<file path="src/verilog/flash_ctrl_pkg.sv">
// Constants, register map and carrier types of the flash program/protect controller.
// Assumes an APB master on ref_clk and a flash array on the same clock.
package flash_ctrl_pkg;

	localparam int ADDR_W  = 14;
	localparam int BLK2K_W = 11;
	localparam int PB_W    = 3;
	localparam int N_PBLK  = 8;
	localparam int BLK1K_W = 10;

	localparam logic [7:0] OFS_ADDR   = 8'h00;
	localparam logic [7:0] OFS_DATA   = 8'h04;
	localparam logic [7:0] OFS_CMD    = 8'h08;
	localparam logic [7:0] OFS_USEC   = 8'h0C;
	localparam logic [7:0] OFS_PROT   = 8'h10;
	localparam logic [7:0] OFS_STATUS = 8'h14;
	localparam logic [7:0] OFS_RIS    = 8'h18;
	localparam logic [7:0] OFS_IM     = 8'h1C;
	localparam logic [7:0] OFS_MIS    = 8'h20;
	localparam logic [7:0] OFS_ICLR   = 8'h24;
	localparam logic [7:0] OFS_USER0  = 8'h28;
	localparam logic [7:0] OFS_USER1  = 8'h2C;
	localparam logic [7:0] OFS_NVPROT = 8'h30;

	localparam int CMD_PROG  = 0;
	localparam int CMD_ERASE = 1;
	localparam int CMD_PSAVE = 2;
	localparam int CMD_USAVE = 3;
	localparam int STAT_BUSY = 0;
	localparam int STAT_ERR  = 1;
	localparam int STAT_LOCK = 2;
	localparam int EV_DONE   = 0;
	localparam int EV_ACC    = 1;

	localparam int         CLK_MHZ   = 100;
	localparam logic [7:0] USEC_RST  = 8'(CLK_MHZ);
	localparam logic [15:0] PROG_US   = 16'h0014;
	localparam logic [15:0] ERASE_US  = 16'h07D0;
	localparam logic [15:0] COMMIT_US = 16'h0001;

	typedef enum logic [1:0] {
		prot_full_access    = 2'h0,
		prot_fetch_and_read = 2'h1,
		prot_fetch_only     = 2'h3
	} prot_t;

	typedef struct packed {
		logic              rd;
		logic              prog;
		logic              erase;
		logic [ADDR_W-1:0] addr;
		logic [31:0]       wdata;
	} arr_cmd_t;

	typedef struct packed {
		logic              valid;
		logic              fetch;
		logic [ADDR_W-1:0] addr;
	} acc_req_t;

endpackage : flash_ctrl_pkg

</file>
<file path="src/verilog/flash_program_protect_ctrl.sv">
// Flash program/erase sequencer with per-2kB protection, timing and user registers.
// Assumes an APB master and a flash array whose arr_rdata is valid while arr_cmd.rd is high.
// How it works
// - A programmed word becomes new data ANDed with the old contents.
// - Each 2 kB block holds full, fetch-and-read or fetch-only protection.
// - Full-access blocks allow reads, fetches, erase and program.
// - Fetch-and-read blocks refuse erase and program.
// - Fetch-only blocks deny data reads; fetches pass.
// - Protection only tightens; a loosening write is ignored.
// - Reset restores the committed protection.
// - A commit command makes current protection survive resets.
// - A protection violation raises the bad access event.
// - Clocks-per-microsecond times program and erase pulses, not reads.
// - Reading clocks-per-microsecond returns the held value.
// - Two user registers, 0 and 1, read and write until a user commit locks them.
// - A user commit makes user registers survive resets.
// - A failed program verify sets an error status bit.
// - A busy bit stays high until the operation has finished.
// - Erase acts on one 1 kB block, filling it with ones.
// - Finishing an erase, program or commit raises the done event.
// - Each event has an enable; only enabled ones drive irq.
// - Raw and masked event status are both readable.
//
// Chosen here: register access over APB and the address map.
`timescale 1ns/1ps
module flash_program_protect_ctrl
	import flash_ctrl_pkg::*;
(
	// Clock, resets, clock enable
	input  wire logic        ref_clk,
	input  wire logic        resetn,
	input  wire logic        porn,
	input  wire logic        ce,
	// APB slave
	input  wire logic        psel,
	input  wire logic        penable,
	input  wire logic        pwrite,
	input  wire logic [7:0]  paddr,
	input  wire logic [31:0] pwdata,
	output logic      [31:0] prdata,
	output logic             pready,
	output logic             pslverr,
	// Flash array
	output arr_cmd_t         arr_cmd,
	input  wire logic [31:0] arr_rdata,
	// Processor access check and interrupt
	input  acc_req_t         acc_req,
	output logic             acc_deny,
	output logic             irq
);

	typedef enum logic [4:0] {
		S_IDLE   = 5'b00001,
		S_READ   = 5'b00010,
		S_PULSE  = 5'b00100,
		S_VERIFY = 5'b01000,
		S_SPARE  = 5'b10000
	} state_t;
	state_t            st_reg;
	arr_cmd_t          arr_reg;
	logic [31:0]       prdata_reg;
	logic              pready_reg;
	logic              pslverr_reg;
	logic              deny_reg;
	logic              irq_reg;
	logic [ADDR_W-1:0] addr_reg;
	logic [31:0]       data_reg;
	logic [7:0]        usec_reg;
	logic [7:0]        pre_reg;
	logic [15:0]       us_left_reg;
	logic [3:0]        op_reg;
	logic              err_reg;
	logic [1:0]        ris_reg;
	logic [1:0]        ris_next;
	logic [1:0]        im_reg;
	logic [31:0]       user_reg [2];
	logic [31:0]       user_nv_reg [2];
	logic              ulock_reg;
	prot_t             prot_reg [N_PBLK];
	prot_t             prot_nv_reg [N_PBLK];
	logic [2*N_PBLK-1:0] prot_vec;
	logic [2*N_PBLK-1:0] prot_nv_vec;
	logic [3:0]  op_sel;
	logic        acc_ph;
	logic        wr;
	logic        cmd_wr;
	logic        blk_ok;
	logic        refused;
	logic        tick;
	logic        pulse_done;
	logic        op_end;
	logic        deny_now;
	logic        hit;
	logic [31:0] rd_mux;
	assign prdata   = prdata_reg;
	assign pready   = pready_reg;
	assign pslverr  = pslverr_reg;
	assign arr_cmd  = arr_reg;
	assign acc_deny = deny_reg;
	assign irq      = irq_reg;
	assign acc_ph  = psel & penable;
	assign op_sel  = st_reg == S_IDLE ? pwdata[3:0] : op_reg;
	assign wr      = acc_ph & pready_reg & pwrite;
	assign cmd_wr  = wr && paddr == OFS_CMD && st_reg == S_IDLE;
	assign blk_ok  = prot_reg[addr_reg[BLK2K_W +: PB_W]] == prot_full_access;
	assign refused = cmd_wr && (pwdata[CMD_PROG] || pwdata[CMD_ERASE]) && !blk_ok;
	assign tick    = {1'b0, pre_reg} + 9'h001 >= {1'b0, usec_reg};
	assign pulse_done = st_reg == S_PULSE && tick && us_left_reg <= 16'h0001;
	assign op_end  = (pulse_done && !op_reg[CMD_PROG]) || st_reg == S_VERIFY;
	assign deny_now = acc_req.valid && !acc_req.fetch &&
		prot_reg[acc_req.addr[BLK2K_W +: PB_W]] == prot_fetch_only;
	// Register read decode
	always_comb begin
		hit    = 1'b1;
		rd_mux = 32'h0000_0000;
		unique case (paddr)
			OFS_ADDR:   rd_mux = 32'(addr_reg);
			OFS_DATA:   rd_mux = data_reg;
			OFS_CMD:    rd_mux = 32'(op_reg);
			OFS_USEC:   rd_mux = 32'(usec_reg);
			OFS_PROT:   rd_mux = 32'(prot_vec);
			OFS_NVPROT: rd_mux = 32'(prot_nv_vec);
			OFS_STATUS: rd_mux = 32'({ulock_reg, err_reg, st_reg != S_IDLE});
			OFS_RIS:    rd_mux = 32'(ris_reg);
			OFS_IM:     rd_mux = 32'(im_reg);
			OFS_MIS:    rd_mux = 32'(ris_reg & im_reg);
			OFS_ICLR:   rd_mux = 32'h0000_0000;
			OFS_USER0:  rd_mux = user_reg[0];
			OFS_USER1:  rd_mux = user_reg[1];
			default:    hit = 1'b0;
		endcase
	end
	// APB answer: one wait state, data and error loaded with pready
	always_ff @(posedge ref_clk) begin
		if (!resetn) begin
			pready_reg  <= 1'b0;
			prdata_reg  <= 32'h0000_0000;
			pslverr_reg <= 1'b0;
		end else if (ce) begin
			pready_reg <= acc_ph & !pready_reg;
			if (acc_ph && !pready_reg) begin
				prdata_reg  <= pwrite ? 32'h0000_0000 : rd_mux;
				pslverr_reg <= !hit;
			end
		end
	end
	// Plain software registers
	always_ff @(posedge ref_clk) begin
		if (!resetn) begin
			addr_reg <= '0;
			data_reg <= 32'h0000_0000;
			usec_reg <= USEC_RST;
			im_reg   <= 2'h0;
		end else if (ce && wr) begin
			if (paddr == OFS_ADDR)
				addr_reg <= pwdata[ADDR_W-1:0];
			if (paddr == OFS_DATA)
				data_reg <= pwdata;
			if (paddr == OFS_USEC)
				usec_reg <= pwdata[7:0];
			if (paddr == OFS_IM)
				im_reg <= pwdata[1:0];
		end
	end
	// Protection: live copy per block restored from the committed copy at reset
	for (genvar i = 0; i < N_PBLK; i++) begin : g_prot
		prot_t nw;
		assign nw = prot_t'(pwdata[2*i +: 2]);
		assign prot_vec[2*i +: 2]    = prot_reg[i];
		assign prot_nv_vec[2*i +: 2] = prot_nv_reg[i];
		always_ff @(posedge ref_clk) begin
			if (!resetn)
				prot_reg[i] <= prot_nv_reg[i];
			else if (ce && wr && paddr == OFS_PROT && pwdata[2*i +: 2] != 2'h2 &&
				nw >= prot_reg[i])
				prot_reg[i] <= nw;
		end
		always_ff @(posedge ref_clk) begin
			if (!porn)
				prot_nv_reg[i] <= prot_full_access;
			else if (ce && pulse_done && op_reg[CMD_PSAVE])
				prot_nv_reg[i] <= prot_reg[i];
		end
	end
	// User registers, live and committed
	for (genvar u = 0; u < 2; u++) begin : g_user
		always_ff @(posedge ref_clk) begin
			if (!resetn)
				user_reg[u] <= user_nv_reg[u];
			else if (ce && wr && !ulock_reg && paddr == (u == 0 ? OFS_USER0 : OFS_USER1))
				user_reg[u] <= pwdata;
		end
		always_ff @(posedge ref_clk) begin
			if (!porn)
				user_nv_reg[u] <= 32'hFFFF_FFFF;
			else if (ce && pulse_done && op_reg[CMD_USAVE])
				user_nv_reg[u] <= user_reg[u];
		end
	end
	always_ff @(posedge ref_clk) begin
		if (!porn)
			ulock_reg <= 1'b0;
		else if (ce && pulse_done && op_reg[CMD_USAVE])
			ulock_reg <= 1'b1;
	end
	// Microsecond timer for program, erase and commit pulses
	always_ff @(posedge ref_clk) begin
		if (!resetn) begin
			pre_reg     <= 8'h00;
			us_left_reg <= 16'h0000;
		end else if (ce) begin
			if (st_reg != S_PULSE) begin
				pre_reg     <= 8'h00;
				us_left_reg <= op_sel[CMD_PROG] ? PROG_US :
					(op_sel[CMD_ERASE] ? ERASE_US : COMMIT_US);
			end else if (tick) begin
				pre_reg     <= 8'h00;
				us_left_reg <= us_left_reg - 16'h0001;
			end else begin
				pre_reg <= pre_reg + 8'h01;
			end
		end
	end
	// Operation sequencer
	always_ff @(posedge ref_clk) begin
		if (!resetn) begin
			st_reg  <= S_IDLE;
			arr_reg <= '0;
			op_reg  <= 4'h0;
			err_reg <= 1'b0;
		end else if (ce) begin
			unique case (st_reg)
				S_IDLE: begin
					if (cmd_wr && !refused) begin
						op_reg       <= 4'h0;
						arr_reg.addr <= addr_reg;
						if (pwdata[CMD_PROG]) begin
							op_reg[CMD_PROG] <= 1'b1;
							err_reg          <= 1'b0;
							arr_reg.rd       <= 1'b1;
							st_reg           <= S_READ;
						end else if (pwdata[CMD_ERASE]) begin
							op_reg[CMD_ERASE] <= 1'b1;
							arr_reg.addr      <= {addr_reg[ADDR_W-1:BLK1K_W],
								BLK1K_W'(0)};
							arr_reg.erase     <= 1'b1;
							st_reg            <= S_PULSE;
						end else if (pwdata[CMD_PSAVE]) begin
							op_reg[CMD_PSAVE] <= 1'b1;
							st_reg            <= S_PULSE;
						end else if (pwdata[CMD_USAVE]) begin
							op_reg[CMD_USAVE] <= 1'b1;
							st_reg            <= S_PULSE;
						end
					end else if (refused) begin
						err_reg <= 1'b1;
					end
				end
				S_READ: begin
					arr_reg.rd    <= 1'b0;
					arr_reg.wdata <= data_reg & arr_rdata;
					arr_reg.prog  <= 1'b1;
					st_reg        <= S_PULSE;
				end
				S_PULSE: begin
					if (pulse_done) begin
						arr_reg.prog  <= 1'b0;
						arr_reg.erase <= 1'b0;
						arr_reg.rd    <= op_reg[CMD_PROG];
						st_reg        <= op_reg[CMD_PROG] ? S_VERIFY : S_IDLE;
					end
				end
				S_VERIFY: begin
					arr_reg.rd <= 1'b0;
					err_reg    <= arr_rdata != arr_reg.wdata;
					st_reg     <= S_IDLE;
				end
				default: st_reg <= S_IDLE;
			endcase
		end
	end
	// Events, access denial and interrupt; a set in the clear cycle wins
	always_comb begin
		ris_next = ris_reg;
		if (wr && paddr == OFS_ICLR)
			ris_next = ris_next & ~pwdata[1:0];
		if (op_end)
			ris_next[EV_DONE] = 1'b1;
		if (refused || deny_now)
			ris_next[EV_ACC] = 1'b1;
	end
	always_ff @(posedge ref_clk) begin
		if (!resetn) begin
			ris_reg  <= 2'h0;
			deny_reg <= 1'b0;
			irq_reg  <= 1'b0;
		end else if (ce) begin
			ris_reg  <= ris_next;
			deny_reg <= deny_now;
			irq_reg  <= |(ris_next & (wr && paddr == OFS_IM ? pwdata[1:0] : im_reg));
		end
	end
endmodule : flash_program_protect_ctrl

</file>
<file path="config.mk">
export PLATFORM = sky130hd
export DESIGN_NAME = flash_program_protect_ctrl
export DESIGN_NICKNAME = d
export VERILOG_FILES = /design/src/verilog/flash_ctrl_pkg.sv /design/src/verilog/flash_program_protect_ctrl.sv
export SDC_FILE = /design/constraint.sdc
export NUM_CORES = 1
export LEC_CHECK = 0
export BUFFER_PORTS_ARGS = -buffer_cell sky130_fd_sc_hd__buf_4
export CAP_MARGIN = 20
export CORE_MARGIN = 3
export CORE_UTILIZATION = 60
export CTS_BUF_LIST = sky130_fd_sc_hd__clkbuf_16
export CTS_CLUSTER_SIZE = 24
export DETAILED_ROUTE_END_ITERATION = 10
export PLACE_DENSITY_LB_ADDON = 0.1
export SYNTH_ARGS = -nofsm -noshare
export SYNTH_HDL_FRONTEND = slang
export SYNTH_SLANG_ARGS = --single-unit
export TNS_END_PERCENT = 100
</file>
<file path="constraint.sdc">
create_clock -name ref_clk -period 6.3 [get_ports ref_clk]
set_clock_uncertainty 0.1 [all_clocks]
set_input_delay 0.315 -clock ref_clk [delete_from_list [all_inputs] [get_ports ref_clk]]
set_output_delay 0.315 -clock ref_clk [all_outputs]
set_load 0.05 [all_outputs]
</file>
# [Word level (Yosys, flattened, before mapping)]
# Memory sizes are Yosys's and may differ from the RTL's. A register that Yosys moved wholly into a read port is not among the register bits.
# Index checks and enable logic that the tools add are counted.
[word_totals] register_bits=178 ram_bits=160 output_inout_bits=85 word_cells=275 memories=4
[classes] add_sub_neg=3 order_cmp=10 n_eq_ne=36 n_mux=102 bitwise_logic=29 n_reduce_logical=70
[mem_list] memory="user_nv_reg" depth=2 word_bits=32 read_ports=2 rd_ports_with_merged_regs=0 wr=2 line="flash_program_protect_ctrl.sv:77" source="logic [31:0] user_nv_reg [2];"
[mem_list] memory="user_reg" depth=2 word_bits=32 read_ports=2 rd_ports_with_merged_regs=0 wr=2 line="flash_program_protect_ctrl.sv:76" source="logic [31:0] user_reg [2];"
[mem_list] memory="prot_nv_reg" depth=8 word_bits=2 read_ports=8 rd_ports_with_merged_regs=0 wr=8 line="flash_program_protect_ctrl.sv:80" source="prot_t prot_nv_reg [N_PBLK];"
[mem_list] memory="prot_reg" depth=8 word_bits=2 read_ports=10 rd_ports_with_merged_regs=1 wr=8 line="flash_program_protect_ctrl.sv:79" source="prot_t prot_reg [N_PBLK];"
[op_table] operator="32-bit one-hot mux with 12 select lines" count=1
[op_table] operator="32-bit two-way mux" count=5
[op_table] operator="1-bit two-way mux" count=51
[op_table] operator="15-bit two-way mux" count=3
[op_table] operator="8-bit by 6-bit == test with 1-bit output (second input constant)" count=5
[op_table] operator="2-bit two-way mux" count=20
[op_table] operator="1-bit logical AND" count=37
[op_table] operator="32-bit AND" count=1
[op_table] operator="8-bit by 5-bit == test with 1-bit output (second input constant)" count=4
[op_table] operator="16-bit two-way mux" count=2
[op_table] operator="32-bit != test" count=1
[op_table] operator="5-bit two-way mux" count=6
[op_table] operator="2-bit != test (second input constant)" count=12
[op_table] operator="11-bit two-way mux" count=2
[op_table] operator="1-bit OR" count=20
[op_table] operator="8-bit by 4-bit == test with 1-bit output (second input constant)" count=2
[op_table] operator="2-bit greater-or-equal comparator" count=8
[op_table] operator="16-bit by 1-bit less-or-equal comparator with 1-bit output (second input constant)" count=1
[op_table] operator="8-bit two-way mux" count=2
[op_table] operator="16-bit by 1-bit subtractor with 16-bit output (second input constant)" count=1
[op_table] operator="5-bit one-hot mux with 3 select lines" count=1
[op_table] operator="2-bit AND reduction" count=7
[op_table] operator="13-bit OR reduction" count=1
[op_table] operator="3-bit two-way mux" count=4
[op_table] operator="other kinds (32)" count=53

# [Depth between registers and ports, before layout]
[depth] word_depth=11 ltp_mapped=13

# [Least setup slack after synthesis]
# No wires, ideal clock.
[synth_timing] kind="reg-to-reg" startpoint="register pre_reg[2]" endpoint="memory user_nv_reg[0][0], enable pin" setup_ps=692 arrival_time_ps=3351 t_required_ps=5508 slack_ps=2157 path_stages_with_launch=12 n_path_buf=0 cell_sequence="dfxtp_1 -> nand3_1 -> nor2_1 -> nand3_1 -> xnor2_1 -> ha_1 -> and3_1 -> a221oi_1 -> o211a_2 -> nor3_4 -> nand2_1 -> nand2_1"
[synth_rtl] element="from (decl)" line="flash_program_protect_ctrl.sv:69" source="logic [7:0] pre_reg;"
[synth_rtl] element="from (signal assigned)" line="flash_program_protect_ctrl.sv:220" source="pre_reg <= pre_reg + 8'h01;"
[synth_rtl] element="to (decl)" line="flash_program_protect_ctrl.sv:77"

==> impl_metrics.yaml <==
global_route:
  grtUsageTotal_pct: 32.5
  gr-total-overflow: 0
  grt_pass1_wl_um: 72600
  grt_pass1_vias: 12744
  grt_max_degree: 54
  antenna_found_initial: 1
min_path:
  hold_path_startpoint: "arr_rdata[29]"
  hp-class: "input port to flop"
  whs_path_depth: 3
setup_path:
  crit_type: "flop to flop"
  path_max_fanout: 38
  r2r_cells: 12
  crit_required_ns: 6.38
  crit_start: "pre_reg[0]"
  endpoint_kind: "flop"
  rr_startpoint: "pre_reg[0]"
  cp.arrival_ns: 4.41
  worstSetupStartpointType: "flop"
clock_tree:
  cts.sinks: 340
  clock_latency_ns: 0.52
  cts.reportedPaths.clkPinSlew_ns: 0.06
  cts_setup_buffers: 0
  clock-root-buffer: "clkbuf_16"
  clockBufferDepth: 3
  cts_max_level: 2
  cts_tree: "built"
  hold_buffers: 48
  cts-resized-gates: 0
  numCtsBuffers: 36
synth:
  ys_warn_count: 0
  yosysMostFrequentCell: "nand2_1"
  syn_area_sq_um: 16000
  synth_top_area_share_pct: 30.1
  syn_area_per_cell_sq_um: 9.99
  synth_flop_cell: "dfxtp_1"
  yosys-top-cells-area: "edfxtp_1 (30%), dfxtp_1 (23%), nand2_1 (5.3%)"
  async_flop_share_pct: 0
  syn-num-nets: 1719
  ys_seq_area_share_pct: 52.7
  netlist.top_cell.by_area: "edfxtp_1"
  syn_inst: 1597
  ys_ff_latch: 340
  yosys-top-cells-count: "nand2_1 (226), dfxtp_1 (180), edfxtp_1 (160), a21oi_1 (122), nor2_1 (101)"
  synth_edf_count: 160
  yosysUniqueCellTypes: 76
floorplanning:
  die_h_um: 169
  row_count: 59
  initial_core_util_pct: 61.2
  core_sq_um: 26100
  die_w_um: 169
  die-area_sq_um: 28600
  ioPinCount: 180
routing:
  drcViolationCount: 0
  first_pass_iters: 6
  num_vias: 13376
  wirelength_um: 47600
  ant_nets: 0
  via_per_inst: 6.25
  drt-initial-drc-count: 1681
  wl_per_cell_um: 22.2
run_status:
  status: "completed"
sta:
  setup_viol: 0
  tns_ns: 0
  rsz0062_at_grt: "false"
  fin_crit_ns: 4.32
  slew_viol_final: 0
  slew_headroom_pct: 31.5
  fmax_ghz: 0.231
  tightest_slew_ns: 1.03
  finalCritPeriodShare_pct: 68.6
  hold_viol: 0
  setup_ws_ns: 1.98
flow_run:
  drv_cap: 0
placement:
  hpwl_um: 31900
  gp_congestion: 0.970
  placed_area_sq_um: 17400
  pre_cts_slack_ns: 2.02
  io_buffers: 168
cells_and_area:
  syn_to_final_growth_pct: 19.1
  drive_gt1_share_pct: 18.2
  fin_area_sq_um: 19000
  fill_cells: 1890
  finalNetCount: 1898
pwr:
  p_leak_nw: 7.10
  peakVddDrop_mv: 0.429
  cellPowerDensity_nw_per_um2: 249
[cells by family (layout without fill, tap and decap cells)]
kind of cell / count (synthesis) / count (layout) / share of synthesized area (%)
buf+inv: 141 / 347 / 3.87
simple gates: 614 / 614 / 19.0
xor+xnor: 44 / 44 / 2.42
fa+ha+maj: 27 / 27 / 2.12
other cells: 0 / 2 / 0
mux: 98 / 98 / 6.92
flops: 340 / 340 / 52.7
compound gates: 333 / 333 / 12.9
[where the power goes]
| part | internal [mW] | switching [mW] | total [mW] |
|---|---|---|---|
| registers | 2.38 | 0.0377 | 2.41 |
| logic | 0.133 | 0.191 | 0.324 |
| clock network | 1.13 | 0.858 | 1.99 |
[path summary, 6_finish.rpt]
kind	to	slack, ns
setup reg to reg	user_nv_reg[1][29]	1.98
hold / removal	arr_cmd[29]	0.004
setup / recovery	user_nv_reg[1][29]	1.98
hold reg to reg	arr_cmd[37]	0.35
[layout make-up]
cell class,instances,area [sq um],share of cell area [%]
flip-flops and latches,340,8410,44.3
clock inverters,27,145,0.764
inverters,41,156,0.823
clock buffers,38,951,5.01
multi-input cells,1116,6960,36.6
well taps,335,419,2.21
diodes,2,5.00,0.0263
repair buffers,241,1950,10.3
[through the flow]
step | total power, mW | std cells | util [%] | hold WS (ns)
after floorplan | 2.61 | 1597 | - | 0.329
after global placement | 2.74 | 2023 | 66.7 | 0.344
after detailed placement | 2.75 | 2023 | 66.7 | 0.344
after CTS | 4.72 | 2136 | 72.7 | 0.00167
after global routing | 4.85 | 2139 | 72.9 | 0.00941
final | 4.72 | 2140 | 72.9 | 0.00449
[worst max-delay path: stages, from the launching register on]
cell	delay, ns
dfxtp_1	0.42
nand3_1	0.20
nor2_1	0.25
nand3_1	0.13
xnor2_1	0.18
ha_1	0.30
and3_1	0.18
o2111ai_1	0.17
o211a_2	0.40
nor3_4	0.34
nand2_1	0.11
nand2_2	0.71
buf_4	0.49
[layout by cell type, fill, tap and decap left out, types with 4 or more instances in the layout]
cell           netlist  final
nand2_1            226    224
xor2_1              23     23
o22ai_1              6      6
inv_1               40     56
a211oi_1             5      5
nand3_1             67     65
edfxtp_1           160    160
nand4_1             17     17
nor4_1              13     13
nor3_1              21     21
nor2_1             101    101
clkinv_2             0      4
nand2b_1            73     73
clkinv_1             1      5
mux4_2               4      4
nand3b_1             7      7
a22oi_1             28     28
dlygate4sd3_1        0     48
or3_1                4      4
and2_1              38     37
mux2_2              56     56
o21ai_0             94     94
a21o_1               9      9
and3_1              10      9
clkbuf_16            0     38
nor2b_1              5      5
o31ai_1              6      6
dfxtp_1            180    180
mux2i_1             36     36
o211ai_1             5      5
buf_4                2    191
a222oi_1            26     26
ha_1                27     27
a21oi_1            122    122
xnor2_1             21     21
[routing by layer]
metal | vias up | GRT usage, % | wire length (um) | part of all wire [%]
met2 | 705 | 52.3 | 22000 | 46
met3 | 105 | 4.32 | 4400 | 9.2
met1 | 6451 | 45.5 | 19500 | 41
met4 | 0 | 11.7 | 1730 | 3.6
met5 | - | 0 | 0 | 0
li1 | 6115 | - | - | -
Note: power is estimated with default switching activity, not from simulation.
